--- src/logic/init_ctrl_defs.vh ---
`ifndef INIT_CTRL_DEFS_VH
`define INIT_CTRL_DEFS_VH

// Register byte offsets
`define OFS_CTRL      4'h0
`define OFS_STATUS    4'h4
`define OFS_ESR       4'h8
`define OFS_ESE       4'hc

// Control register bit positions (self-clearing strobes except startup mode and slot)
`define CTRL_OPC_CMD    0
`define CTRL_OPC_QRY    1
`define CTRL_OP_DONE    2
`define CTRL_RST_CMD    3
`define CTRL_FACTORY    4
`define CTRL_SETUP_DEF  5
`define CTRL_SETUP_ALT  6
`define CTRL_MODE_LAST  8
`define CTRL_SLOT_LO    12
`define CTRL_SLOT_HI    15

// Standard event status bit positions
`define ESR_OPC       0

// Status register bit positions
`define ST_MAV        0
`define ST_OCIS       1
`define ST_OQIS       2
`define ST_BLOCKED    3
`define ST_BUSY       4
`define ST_SHIPPED    5
`define ST_REMOTE     6
`define ST_LOCKOUT    7
`define ST_TALK       8
`define ST_LISTEN     9
`define ST_AH         10
`define ST_SRQ        11
`define ST_PARSER     12

// Reset values
`define CTRL_RESET    32'h0000_0000
`define ESR_RESET     8'h00
`define ESE_RESET     8'h00

// Setup source codes
`define SRC_FACTORY   2'h0
`define SRC_LAST      2'h1
`define SRC_SLOT      2'h2

`endif

--- src/logic/remote_init_ctrl.v ---
// Overview of operation
// IFC resets acceptor, talker, listener, controller; partly service request.
// IFC leaves the instrument operating configuration untouched.
// Either DCL or an addressed SDC triggers the message-exchange clear.
// Clear empties input buffer and output queue and MAV together.
// Clear resets parser, execution controller and response formatter.
// Clear discards anything blocking device commands including reset.
// Clear enters OCIS; pending operation-complete command no longer sets bit.
// Clear enters OQIS; pending query no longer queues its response.
// After clear, message-exchange sections idle awaiting new message.
// Clear keeps stored data, settings, other status bits, running operation.
// Reset command restores functions but keeps interface, queue, enables.
// Three device preset commands perform a level-3 initialization.
// Power-up restores last setup or recalls chosen slot.
// First power-up after shipment loads factory setup instead.
// Power-up empties input buffer and output queue.
// Power-up initializes parser, execution controller, response formatter.
// Power-up enters OCIS and OQIS.
// Power-up clears event status and enable; events recorded afterwards.
// New listen address with unread response clears output buffer, drops it.
// Local key returns to local unless remote-with-lockout.
// Operation complete sets event status bit 0 once operations finish.
// Controller orders bus, then message-exchange, then device initialization; the bench issues clears, then presets, then IFC last.
// Each clear completes in one cycle; none is seen half done.
//
// Design decisions made here: the register addresses and the Avalon-MM interface to the registers.
`timescale 1ns/1ps
`include "init_ctrl_defs.vh"
module remote_init_ctrl (
  input  wire        clk,
  input  wire        rst_n,
  input  wire [3:0]  avs_address,
  input  wire        avs_read,
  input  wire        avs_write,
  input  wire [31:0] avs_writedata,
  input  wire [3:0]  avs_byteenable,
  output reg  [31:0] avs_readdata,
  output reg         avs_waitrequest,
  input  wire        ifc,
  input  wire        dcl,
  input  wire        sdc,
  input  wire        listen_addr,
  input  wire        talk_addr,
  input  wire        msg_byte_in,
  input  wire        resp_byte_out,
  input  wire        ren,
  input  wire        llo,
  input  wire        local_key,
  input  wire        shipped_flag,
  output reg         mav_r,
  output reg         remote_r,
  output reg         talker_r,
  output reg         listener_r,
  output reg         acceptor_busy_r,
  output reg         srq_r,
  output reg         cfg_apply_r,
  output reg  [1:0]  cfg_source_r,
  output reg  [3:0]  cfg_slot_r,
  output reg         dev_init_r
);

  localparam P_IDLE   = 2'h0;
  localparam P_PARSE  = 2'h1;
  localparam P_EXEC   = 2'h2;
  localparam P_RESP   = 2'h3;

  reg [1:0] rst_sync_r;
  wire      rstn_i = rst_sync_r[1];

  always @(posedge clk or negedge rst_n) begin
    if (!rst_n)
      rst_sync_r <= 2'h0;
    else
      rst_sync_r <= {rst_sync_r[0], 1'b1};
  end

  localparam [31:0] CTRL_INIT = `CTRL_RESET;

  reg [15:8] setup_keep_r;
  reg [7:0]  esr_r;
  reg [7:0]  ese_r;
  reg [3:0]  in_cnt_r;
  reg [3:0]  out_cnt_r;
  reg [1:0]  pstate_r;
  reg        ocis_r;
  reg        oqis_r;
  reg        blocked_r;
  reg        busy_r;
  reg        lockout_r;
  reg        pon_done_r;
  reg        ack_r;

  wire msg_clear = dcl | (sdc & listen_addr);
  wire req       = (avs_read | avs_write) & ~ack_r;
  // Writes land on the edge that sees waitrequest low, never earlier
  wire commit    = avs_write & ~avs_waitrequest;
  wire wr_ctrl   = commit & (avs_address == `OFS_CTRL);
  wire wr_esr    = commit & (avs_address == `OFS_ESR);
  wire wr_ese    = commit & (avs_address == `OFS_ESE);
  wire [31:0] wd = avs_writedata;

  wire opc_cmd   = wr_ctrl & avs_byteenable[0] & wd[`CTRL_OPC_CMD];
  wire opc_qry   = wr_ctrl & avs_byteenable[0] & wd[`CTRL_OPC_QRY];
  wire op_done   = wr_ctrl & avs_byteenable[0] & wd[`CTRL_OP_DONE];
  wire rst_cmd   = wr_ctrl & avs_byteenable[0] & wd[`CTRL_RST_CMD];
  wire dev_cmd   = wr_ctrl & avs_byteenable[0] &
                   (wd[`CTRL_FACTORY] | wd[`CTRL_SETUP_DEF] |
                    wd[`CTRL_SETUP_ALT]);
  wire drop_resp = listen_addr & ~listener_r & (out_cnt_r != 4'h0);
  wire opc_fire  = ~ocis_r & ~busy_r;
  wire oqr_fire  = ~oqis_r & ~busy_r;

  // Bus slave: one wait state; read data latched when the request is taken
  always @(posedge clk or negedge rstn_i) begin
    if (!rstn_i) begin
      ack_r           <= 1'b0;
      avs_waitrequest <= 1'b1;
      avs_readdata    <= 32'h0000_0000;
    end else begin
      ack_r           <= req;
      avs_waitrequest <= ~req;
      if (req & avs_read) begin
        case (avs_address)
          `OFS_CTRL:   avs_readdata <= {16'h0000, setup_keep_r, 8'h00};
          `OFS_STATUS: avs_readdata <= {18'h0, pstate_r, srq_r,
                          acceptor_busy_r, listener_r, talker_r,
                          lockout_r, remote_r, pon_done_r, busy_r,
                          blocked_r, oqis_r, ocis_r, mav_r};
          `OFS_ESR:    avs_readdata <= {24'h000000, esr_r};
          `OFS_ESE:    avs_readdata <= {24'h000000, ese_r};
          default:     avs_readdata <= 32'h0000_0000;
        endcase
      end
    end
  end

  // Interface functions
  always @(posedge clk or negedge rstn_i) begin
    if (!rstn_i) begin
      talker_r        <= 1'b0;
      listener_r      <= 1'b0;
      acceptor_busy_r <= 1'b0;
      srq_r           <= 1'b0;
      remote_r        <= 1'b0;
      lockout_r       <= 1'b0;
    end else begin
      if (ifc) begin
        talker_r        <= 1'b0;
        listener_r      <= 1'b0;
        acceptor_busy_r <= 1'b0;
        srq_r           <= 1'b0;
      end else begin
        talker_r        <= talk_addr;
        listener_r      <= listen_addr;
        acceptor_busy_r <= msg_byte_in;
        srq_r           <= |(esr_r & ese_r);
      end
      // Remote/local untouched by IFC
      if (!ren) begin
        remote_r  <= 1'b0;
        lockout_r <= 1'b0;
      end else begin
        if (llo)
          lockout_r <= 1'b1;
        if (listen_addr)
          remote_r <= 1'b1;
        else if (local_key & ~lockout_r & ~llo)
          remote_r <= 1'b0;
      end
    end
  end

  // Message exchange: buffers, parser, OPC machinery
  always @(posedge clk or negedge rstn_i) begin
    if (!rstn_i) begin
      in_cnt_r  <= 4'h0;
      out_cnt_r <= 4'h0;
      mav_r     <= 1'b0;
      pstate_r  <= P_IDLE;
      ocis_r    <= 1'b1;
      oqis_r    <= 1'b1;
      blocked_r <= 1'b0;
      busy_r    <= 1'b0;
    end else if (msg_clear) begin
      // Single-cycle clear, no partial state; IFC path not involved
      in_cnt_r  <= 4'h0;
      out_cnt_r <= 4'h0;
      mav_r     <= 1'b0;
      pstate_r  <= P_IDLE;
      blocked_r <= 1'b0;
      ocis_r    <= 1'b1;
      oqis_r    <= 1'b1;
      busy_r    <= busy_r & ~op_done;
    end else begin
      if (msg_byte_in && in_cnt_r != 4'hf)
        in_cnt_r <= in_cnt_r + 4'h1;
      case (pstate_r)
        P_IDLE:  if (msg_byte_in) pstate_r <= P_PARSE;
        P_PARSE: pstate_r <= P_EXEC;
        P_EXEC:  pstate_r <= (out_cnt_r != 4'h0) ? P_RESP : P_IDLE;
        P_RESP:  if (out_cnt_r == 4'h0) pstate_r <= P_IDLE;
        default: pstate_r <= P_IDLE;
      endcase
      if (opc_cmd)
        ocis_r <= 1'b0;
      else if (opc_fire)
        ocis_r <= 1'b1;
      if (opc_qry)
        oqis_r <= 1'b0;
      else if (oqr_fire)
        oqis_r <= 1'b1;
      if (rst_cmd | dev_cmd)
        busy_r <= 1'b1;
      else if (op_done)
        busy_r <= 1'b0;
      blocked_r <= busy_r & (opc_cmd | opc_qry);
      if (drop_resp) begin
        out_cnt_r <= 4'h0;
        mav_r     <= 1'b0;
      end else if (~oqis_r & oqr_fire) begin
        out_cnt_r <= out_cnt_r + 4'h1;
        mav_r     <= 1'b1;
      end else if (resp_byte_out && out_cnt_r != 4'h0) begin
        out_cnt_r <= out_cnt_r - 4'h1;
        mav_r     <= (out_cnt_r != 4'h1);
      end
    end
  end

  // Event status and enable registers
  always @(posedge clk or negedge rstn_i) begin
    if (!rstn_i) begin
      esr_r  <= `ESR_RESET;
      ese_r  <= `ESE_RESET;
    end else begin
      if (wr_esr & avs_byteenable[0])
        esr_r <= esr_r & ~wd[7:0];
      if (~ocis_r & opc_fire & ~msg_clear)
        esr_r[`ESR_OPC] <= 1'b1;
      if (wr_ese & avs_byteenable[0])
        ese_r <= wd[7:0];
    end
  end

  // Startup selection is retained across reset like a backed-up setting;
  // only the first power-up after shipment returns it to its default
  always @(posedge clk) begin
    if (!pon_done_r && !shipped_flag)
      setup_keep_r <= CTRL_INIT[15:8];
    else if (wr_ctrl & avs_byteenable[1])
      setup_keep_r <= wd[15:8];
  end

  // Power-up setup load and level-3 initialization
  always @(posedge clk or negedge rstn_i) begin
    if (!rstn_i) begin
      pon_done_r   <= 1'b0;
      cfg_apply_r  <= 1'b0;
      cfg_source_r <= `SRC_FACTORY;
      cfg_slot_r   <= 4'h0;
      dev_init_r   <= 1'b0;
    end else begin
      cfg_apply_r <= 1'b0;
      dev_init_r  <= rst_cmd | dev_cmd;
      if (!pon_done_r) begin
        pon_done_r  <= 1'b1;
        cfg_apply_r <= 1'b1;
        cfg_slot_r  <= setup_keep_r[`CTRL_SLOT_HI:`CTRL_SLOT_LO];
        if (!shipped_flag)
          cfg_source_r <= `SRC_FACTORY;
        else if (setup_keep_r[`CTRL_MODE_LAST])
          cfg_source_r <= `SRC_LAST;
        else
          cfg_source_r <= `SRC_SLOT;
      end else if (dev_cmd) begin
        cfg_apply_r  <= 1'b1;
        cfg_source_r <= `SRC_FACTORY;
      end
    end
  end

endmodule

--- config.mk ---
export PLATFORM = sky130hd
export DESIGN_NAME = remote_init_ctrl
export DESIGN_NICKNAME = d
export VERILOG_FILES = /design/src/logic/remote_init_ctrl.v
export VERILOG_INCLUDE_DIRS = /design/src /design/src/logic
export SDC_FILE = /design/constraint.sdc
export NUM_CORES = 1
export LEC_CHECK = 0
export ABC_AREA = 1
export ABC_CLOCK_PERIOD_IN_PS = 1810
export BUFFER_PORTS_ARGS = -buffer_cell sky130_fd_sc_hd__buf_2
export CORE_MARGIN = 3
export CORE_UTILIZATION = 46
export CTS_CLUSTER_SIZE = 16
export DETAILED_ROUTE_END_ITERATION = 6
export PLACE_DENSITY = 0.73
export SLEW_MARGIN = 30
export SYNTH_ARGS = -nofsm -noshare
export SYNTH_HDL_FRONTEND = slang
export SYNTH_SLANG_ARGS = --single-unit
--- constraint.sdc ---
create_clock -name clk -period 1.81 [get_ports clk]
set_input_delay 0.362 -clock clk [delete_from_list [all_inputs] [get_ports clk]]
set_output_delay 0.362 -clock clk [all_outputs]
set_load 0.01 [all_outputs]
# Word level (Yosys, flattened, before mapping)
# Cells that the tools add are included.
# totals
register_bits	86
elab_cells	143
# classes
muxes	41
n_bitwise	47
n_reduce_logical	15
eq_ne	12
addsub	2
# ops
cell	n
$pmux 16 s4	1
$and 1x1->1	27
$mux 1	27
$and 8x8->8	2
$mux 2	8
$mux 4	4
$not 1->1	11
$reduce_bool 3->1	3
$eq 4x4->1 const B	2
$logic_not 4->1	2
$not 8->8	1
$pmux 2 s4	1
$reduce_bool 4->1	2
$reduce_or 8->1	1
$ne 3x3->1 const B	2
$or 1x1->1	6
$add 4x1->4 const B	1
$eq 2x2->1 const B	2
$eq 4x3->1 const B	1
$ne 2x1->1 const B	2
$ne 4x1->1 const B	1
$sub 4x1->4 const B	1
$ne 3x2->1 const B	1
$eq 2x1->1 const B	1
5 further kinds	7

# Logic depth before layout (Yosys ltp)
# Gate-level depths: netlist of the first run.
# logic_depth
word_depth	8
ltp_mapped	9
ltp_nobuf	9

# Least setup slack after synthesis of the first run
# No wires, ideal clock.
# synth_timing
kind	flip-flop to flip-flop
startpoint	reg out_cnt_r[0]
endpoint	reg out_cnt_r[3]
setup_ns	0.119
arrival_ns	1.144
required_time_ns	1.691
path_buffers	0
slack_ns	0.547
synth_period_minus_slack_ns	1.263
path_stages_with_launch	8
cell_sequence	dfrtp_1 inv_1 ha_1 nand2_2 nand2_1 nand2_2 a21oi_1 nor2_1
# synth_between
elab_chain_len	5
# synth_rtl
item	line	rtl
start: declaration	remote_init_ctrl.v:83	reg [3:0] out_cnt_r;
start signal: assignment	remote_init_ctrl.v:221	out_cnt_r <= out_cnt_r + 4'h1;
start signal: assignment	remote_init_ctrl.v:224	out_cnt_r <= out_cnt_r - 4'h1;
$sub 4x1->4	remote_init_ctrl.v:224	
$mux 4	remote_init_ctrl.v:223	end else if (resp_byte_out && out_cnt_r != 4'h0) begin
$mux 4	remote_init_ctrl.v:220	end else if (~oqis_r & oqr_fire) begin
$mux 4	remote_init_ctrl.v:217	if (drop_resp) begin
$mux 4	remote_init_ctrl.v:184	end else if (msg_clear) begin
# Several ways; a longest one is shown, not always the timed one. The select of a mux whose other input is x is not followed.
# A chain may end at the register's enable or synchronous reset.

# Final worst setup path of the first run
# layout_timing
startpoint	reg out_cnt_r[0]
endpoint	reg out_cnt_r[0]
# Same word-level chain as after synthesis.

==> results of run 1 <==
## placed cells by master (no fill, tap or decap), drive strengths merged
| master | n |
|---|---|
| a21oi | 5 |
| a31oi | 1 |
| buf | 72 |
| bufinv | 3 |
| clkbuf | 10 |
| clkinv | 3 |
| conb | 18 |
| dfrtp | 59 |
| dfstp | 3 |
| dfxtp | 8 |
| dlygate4sd3 | 1 |
| ha | 3 |
| inv | 44 |
| nand2 | 128 |
| nand3 | 29 |
| nand4 | 12 |
| nor2 | 38 |
| nor3 | 1 |
| o211ai | 2 |
| o21a | 6 |
| o21ai | 35 |
| o21ba | 1 |
| o22ai | 2 |
| or2 | 1 |
| xnor2 | 1 |
## flip-flops by register name (all words and copies together), names as in the netlist, 2 cells and up
register	cells
setup_keep_r	8
cfg_source_r	2
pstate_r	2
cfg_slot_r	4
esr_r	8
ese_r	8
rst_sync_r	2
out_cnt_r	4
avs_readdata	16
## power by group through the flow
stage | Clock (mW) | Combinational [mW] | Sequential [mW]
CTS | 1.55 | 0.702 | 1.78
floorplan | 0 | 0.508 | 1.81
finish | 1.52 | 0.702 | 1.78
detailed placement | 0 | 0.699 | 1.81
global route | 1.61 | 0.803 | 1.80
global placement | 0 | 0.683 | 1.81
## critical path: cells and delay by family (launching register included)
family	cells	cell delay [ps]
AOI/OAI and AO/OA	1	140
adders and majority gates	1	260
buffers and inverters	2	230
DFF	1	420
and+or+nand+nor	4	350
## per-layer routing
layer	routed length (µm)	GRT usage (%)	share of wire, %	vias to the layer above
li1	-	-	-	1411
met1	3540	27.8	46	1302
met3	486	3.53	6.4	13
met2	3460	30.0	45	102
met4	147	8.91	1.9	0
met5	0	0	0	-
## cell type report
type                    count  area share [%]
flip-flops and latches     70            42.5
multi-input cells         283            34.5
repair buffers             73            9.79
inverters                  44            4.09
clock buffers              10            3.41
well taps                  96            2.97
clock inverters             6            2.70
## worst max-delay path by stage
| stage | start | to | slack (ps) |
|---|---|---|---|
| 6_report | out_cnt_r[0]$_DFFE_PN0P_ | out_cnt_r[0]$_DFFE_PN0P_ | 340 |
| 5_1_grt | out_cnt_r[0]$_DFFE_PN0P_ | out_cnt_r[0]$_DFFE_PN0P_ | 220 |
| 4_1_cts | out_cnt_r[0]$_DFFE_PN0P_ | out_cnt_r[0]$_DFFE_PN0P_ | 350 |
| 3_5_place_dp | avs_address[2] | setup_keep_r[8]$_SDFFE_PP0P_ | 270 |
| 3_3_place_gp | avs_address[2] | setup_keep_r[13]$_SDFFE_PP0P_ | 300 |
| 2_1_floorplan | out_cnt_r[0]$_DFFE_PN0P_ | out_cnt_r[3]$_DFFE_PN0P_ | 550 |
## metrics by stage
step	setup slack [ps]	hold slack, ps	power (mW)	instances
finish	343	180	4.01	582
CTS	346	188	4.03	582
global route	222	208	4.22	582
floorplan	547	66.4	2.32	420
detailed placement	275	150	2.51	565
global placement	296	148	2.49	565
## cell families (layout without fill, tap and decap cells)
logic type / Yosys count / after routing
flip-flops: 70 / 70
AND/OR/NAND/NOR: 209 / 209
XOR/XNOR: 1 / 1
buffers and inverters: 67 / 133
other: 2 / 18
AO/OA/AOI/OAI: 52 / 52
adder cells (fa/ha/maj): 3 / 3
## repair_timing
| item | 4_1_cts | 5_1_grt |
|---|---|---|
| hold buffers | 1 | 0 |
| buffers inserted | 0 | 0 |
| endpoints found under the hold margin | 2 | 0 |
| gates resized for setup | 0 | 0 |
==> flow_metrics.env, run 1 <==
export IMPL_cts_buffer_depth=2
export IMPL_dp_hpwl_um=5850
export IMPL_synthXorXnorAreaFrac_pct=0.259
export IMPL_syn_area_um2=3380
export IMPL_min_period_ps=1470
export IMPL_power_density_nw_per_um2=993
export IMPL_netlist_area_leader_share_pct=43.6
export IMPL_yosys_most_used_dff="dfrtp_1"
export IMPL_final_hold_viol_count=0
export IMPL_min_period_over_period_pct=81.0
export IMPL_hp_class="reg2async"
export IMPL_synth_top_family_by_area="simple AND/OR/NAND/NOR gates"
export IMPL_routed_wl_um=7640
export IMPL_gp_congestion=0.922
export IMPL_die_h_um=91.8
export IMPL_crit_type="reg2reg"
export IMPL_yosysWarnings=0
export IMPL_num_antenna_cells=0
export IMPL_combPwrFrac_pct=17.5
export IMPL_path_cells="inv_1 -> ha_1 -> nand2_2 -> nand2_2 -> nand2_1 -> inv_2 -> nand2_1 -> o21ai_1"
export IMPL_cts_buffers=9
export IMPL_sw_frac_of_total_pct=28.3
export IMPL_start_util_pct=48.7
export IMPL_synth_most_common_cell="nand2_1"
export IMPL_slowest_stage="dfrtp_1"
export IMPL_irDropWorstVdd_uv=570
export IMPL_multi_input_area_um2=1390
export IMPL_die_x_um=91.8
export IMPL_r2r_start="out_cnt_r[0]$_DFFE_PN0P_"
export IMPL_wire_per_inst_um=13.1
export IMPL_cts_clk_slew_worst_paths_ps=70
export IMPL_ys_ff_latch=70
export IMPL_critPathArrivalTime_ps=1730
export IMPL_max_freq_mhz=682
export IMPL_viasPerCell=4.86
export IMPL_netSwitchingPower_mw=1.13
export IMPL_clock_sinks=70
export IMPL_final_nets=539
export IMPL_grt_antenna_before_repair=0
export IMPL_h_tree_depth=3
export IMPL_yosys_area_share_adder_pct=1.11
export IMPL_rsz0062_at_grt="no"
export IMPL_fill_cells=653
export IMPL_synth_simple_gate_area_share_pct=28.3
export IMPL_max_stage_delay_ps=420
export IMPL_finalSetupViolCount=0
export IMPL_synth_edf_count=0
export IMPL_reg2reg_to="out_cnt_r[0]$_DFFE_PN0P_"
export IMPL_pwr_share_clk_pct=38.0
export IMPL_dieArea_um2=8420
export IMPL_synth_compound_area_share_pct=9.54
export IMPL_synth_commonest_cells="nand2_1, dfrtp_1, inv_1"
export IMPL_root_buffer="clkbuf_8"
export IMPL_r2r_cells=8
export IMPL_reg2reg_slack_ps=340
export IMPL_synth_area_leaders="dfrtp_1, nand2_1, dfxtp_1"
export IMPL_cp_end_kind="flip-flop"
export IMPL_grt_overflow_total=0
export IMPL_grt_use_total_pct=19.8
export IMPL_finalSetupTns_ps=0
export IMPL_cts_tree="built"
export IMPL_muxShareOfSynthArea_pct=0
export IMPL_first_iter_violations=227
export IMPL_boundaryPins=102
export IMPL_portBuffers=67
export IMPL_clk_latency_ps=340
export IMPL_yosysSeqAreaShare_pct=50.7
export IMPL_crit_path_max_fanout=4
export IMPL_maxCapViolCount=0
export IMPL_skew_ps=8.55
export IMPL_syn_inst=404
export IMPL_regArea_um2=1720
export IMPL_cp_required_ps=2080
export IMPL_grt_pass1_vias=2769
export IMPL_final_core_util_pct=58.1
export IMPL_grt_pass1_wl_um=13200
export IMPL_drtPass1Iterations=4
export IMPL_synthDistinctLibCells=36
export IMPL_outcome="finished, final reports clean"
export IMPL_startpoint_type="flip-flop"
export IMPL_place_area_um2=3780
export IMPL_p_seq_share_pct=44.5
export IMPL_yosys_area_top_type="dfrtp_1"
export IMPL_vias=2828
export IMPL_slew_viol_final=0
export IMPL_drive_gt1_share_pct=25.7
export IMPL_drc=0
export IMPL_area_growth_pct=19.3
export IMPL_rows=30
export IMPL_internal_power_mw=2.88
export IMPL_async_flop_share_pct=88.6
export IMPL_syn_area_per_cell_um2=8.38
export IMPL_p_leak_nw=2.22
export IMPL_antenna_left=0
export IMPL_core_area_um2=6940
export IMPL_design_area_um2=4040
export IMPL_grt_max_degree=31
No activity file was read; power rests on OpenSTA's default activity.
==> run 2, diff against run 1 <==
ABC_AREA = 0   (was 1)
ABC_CLOCK_PERIOD_IN_PS = 1270   (was 1810)
PLACE_DENSITY = 0.74   (was 0.73)
clock period = 1.27 ns   (was 1.81 ns; I/O delays follow)
==> run 2 against run 1 <==
The run now ends with negative setup slack left. Synthesized cell count shrank 32%. Area after synthesis decreased by 5.0%. Fmax fell by 11%. Clock skew is 0.86 ps lower. Combinational power is 150% higher. Worst setup slack got worse by 710 ps. Clock power is 35% higher. Sequential share of layout area fell by 2.7 points. Utilization up 7.5 points. Via count shrank 14%. Cell count shrank 16%.
==> flow_metrics.env, run 2 <==
export IMPL_use_met3_pct=4.11
export IMPL_dieArea_um2=8030
export IMPL_yosysWarnings=0
export IMPL_path_cells="inv_2 -> ha_4 -> or3b_4 -> a21oi_4 -> mux2i_1 -> nor2_1"
export IMPL_synthDistinctLibCells=51
export IMPL_async_flop_share_pct=88.6
export IMPL_failed_checks="negative setup slack"
export IMPL_slew_viol_final=0
export IMPL_largest_reg_flops=16
export IMPL_critical_path_buf_inv_count=1
export IMPL_crit_type="reg2reg"
export IMPL_ys_ff_latch=70
export IMPL_max_stage_delay_ps=400
export IMPL_hp_class="in2reg"
export IMPL_critPathArrivalTime_ps=1860
export IMPL_hold_ws_ps=98.0
export IMPL_num_antenna_cells=0
export IMPL_synth_commonest_cells="dfrtp_1, nand2_1, mux2i_1"
export IMPL_die_h_um=89.6
export IMPL_min_period_ps=1640
export IMPL_drtPass1Iterations=4
export IMPL_maxCapViolCount=0
export IMPL_netlist_area_leader_share_pct=45.9
export IMPL_grt_pass1_vias=2430
export IMPL_slowest_stage="dfrtp_1"
export IMPL_drc=0
export IMPL_cts_tree="built"
export IMPL_rsz0062_at_grt="yes"
export IMPL_top_usage_layer="met2"
export IMPL_grt_antenna_before_repair=0
export IMPL_rows=29
export IMPL_grt_max_degree=61
export IMPL_routed_wl_um=7600
export IMPL_cts_buffer_depth=2
export IMPL_layout_common_cells="buf_2, dfrtp_1, buf_4"
export IMPL_synth_area_leaders="dfrtp_1, mux2i_1, dfxtp_1"
export IMPL_crit_path_max_fanout=7
export IMPL_cp_required_ps=1490
export IMPL_core_area_um2=6570
export IMPL_grt_use_met1_pct=25.6
export IMPL_final_nets=446
export IMPL_drive_gt1_share_pct=46.1
export IMPL_boundaryPins=102
export IMPL_skew_ps=7.69
export IMPL_vias=2439
export IMPL_area_growth_pct=34.1
export IMPL_max_freq_mhz=610
export IMPL_root_buffer="clkbuf_8"
export IMPL_clock_sinks=70
export IMPL_wire_per_inst_um=15.6
export IMPL_yosysSeqAreaShare_pct=53.4
export IMPL_final_hold_viol_count=0
export IMPL_synth_most_common_cell="dfrtp_1"
export IMPL_antenna_left=0
export IMPL_power_density_nw_per_um2=1460
export IMPL_cp_end_kind="flip-flop"
export IMPL_cts_clk_slew_worst_paths_ps=80
export IMPL_irDropWorstVdd_uv=1050
export IMPL_largest_register="avs_readdata"
export IMPL_gp_congestion=0.784
export IMPL_start_util_pct=48.9
export IMPL_synth_edf_count=0
export IMPL_syn_inst=275
export IMPL_p_leak_nw=2.10
export IMPL_yosys_area_top_type="dfrtp_1"
export IMPL_die_x_um=89.6
export IMPL_portBuffers=67
export IMPL_min_period_over_period_pct=129
export IMPL_grt_pass1_wl_um=11800
export IMPL_final_core_util_pct=65.7
export IMPL_first_iter_violations=144
export IMPL_final_common_cell="buf_2"
export IMPL_startpoint_type="flip-flop"
export IMPL_grt_use_total_pct=19.7
export IMPL_finalSetupViolCount=45
export IMPL_setup_ws_ps=-370
export IMPL_grt_overflow_total=0
export IMPL_viasPerCell=5.02
export IMPL_yosys_most_used_dff="dfrtp_1"
export IMPL_h_tree_depth=3
export IMPL_clk_latency_ps=350
export IMPL_critPathTopFamily="simple AND/OR/NAND/NOR gates"
export IMPL_cts_buffers=9
export IMPL_syn_area_per_cell_um2=11.7
export IMPL_dp_hpwl_um=5420
export IMPL_syn_area_um2=3210
export IMPL_outcome="finished, violations left"
export IMPL_use_met2_pct=32.8
[run 2: changes by cell type after synthesis, sizes merged, moves of 4 or more]
cell    delta
mux2i     +22
a21boi     +7
nand2    -102
nand3     -27
o21a       -5
a22oi      +5
mux2      +14
nor2      -21
o21ai     -17
inv       -39
nand2b     +4
nor2b     +10
nand4     -11
[run 2: layer usage]
metal | routed length, µm | vias to the layer above
li1 | - | 1159
met4 | 143 | 0
met5 | 0 | -
met3 | 367 | 12
met1 | 3410 | 1189
met2 | 3680 | 79
[run 2: report_power, final]
group          total, mW  internal, mW  switching (mW)
Combinational       1.73         0.937           0.796
Clock               2.05          1.22           0.833
Sequential          2.53          2.39           0.140
[run 2: final cells by class]
cell class                      instances  area (µm²)
Tap cell                               93         116
Clock inverter                          3        67.6
Sequential cell                        70        1720
Multi-Input combinational cell        191        1500
Clock buffer                           13         159
Fill cell                             510        2260
Timing Repair Buffer                  111         733
Inverter                                5        18.8
[run 2: through the flow]
step | worst slack, ps | TNS, ps | total power [mW] | instances | area, µm²
floorplan | -293 | -3290 | 3.51 | 291 | 3320
global placement | -308 | -7910 | 4.00 | 461 | 3860
detailed placement | -376 | -9240 | 4.06 | 461 | 3860
CTS | -361 | -8310 | 6.26 | 484 | 4250
global route | -456 | -11060 | 6.61 | 486 | 4310
finish | -370 | -8520 | 6.31 | 486 | 4310
[run 2: worst paths after layout]
| check | startpoint | endpoint | slack, ps | depth (start not counted) |
|---|---|---|---|---|
| setup / recovery | out_cnt_r[1]$_DFFE_PN0P_ | out_cnt_r[1]$_DFFE_PN0P_ | -370 | 6 |
| hold / removal | avs_writedata[7] | esr_r[7]$_DFFE_PN0P_ | 100 | 2 |
| setup reg to reg | out_cnt_r[1]$_DFFE_PN0P_ | out_cnt_r[1]$_DFFE_PN0P_ | -370 | 6 |
| hold reg to reg | rst_sync_r[1]$_DFF_PN0_ | out_cnt_r[3]$_DFFE_PN0P_ | 260 | 1 |
| max in group asynchronous | rst_sync_r[1]$_DFF_PN0_ | ocis_r$_DFFE_PN1P_ | 670 | 1 |
| min in group asynchronous | rst_n | rst_sync_r[1]$_DFF_PN0_ | 210 | 2 |
[run 2: cell families (layout without fill, tap and decap cells)]
family,after synthesis,after routing,synth area share [%]
and+or+nand+nor,76,76,13.8
DFF,70,70,53.4
AOI/OAI and AO/OA,56,56,13.0
muxes,36,36,11.8
buffers and inverters,30,132,6.07
adders and majority gates,3,3,1.17
other,2,18,0.234
xor gates and xnor gates,2,2,0.545
[run 2: repair_timing]
action	4_1_cts	5_1_grt
hold buffers	1	0
pin swaps	19	6
hold endpoints to repair	2	0
gates resized for setup	35	18
buffers inserted	6	2
endpoints found under the setup margin	40	55
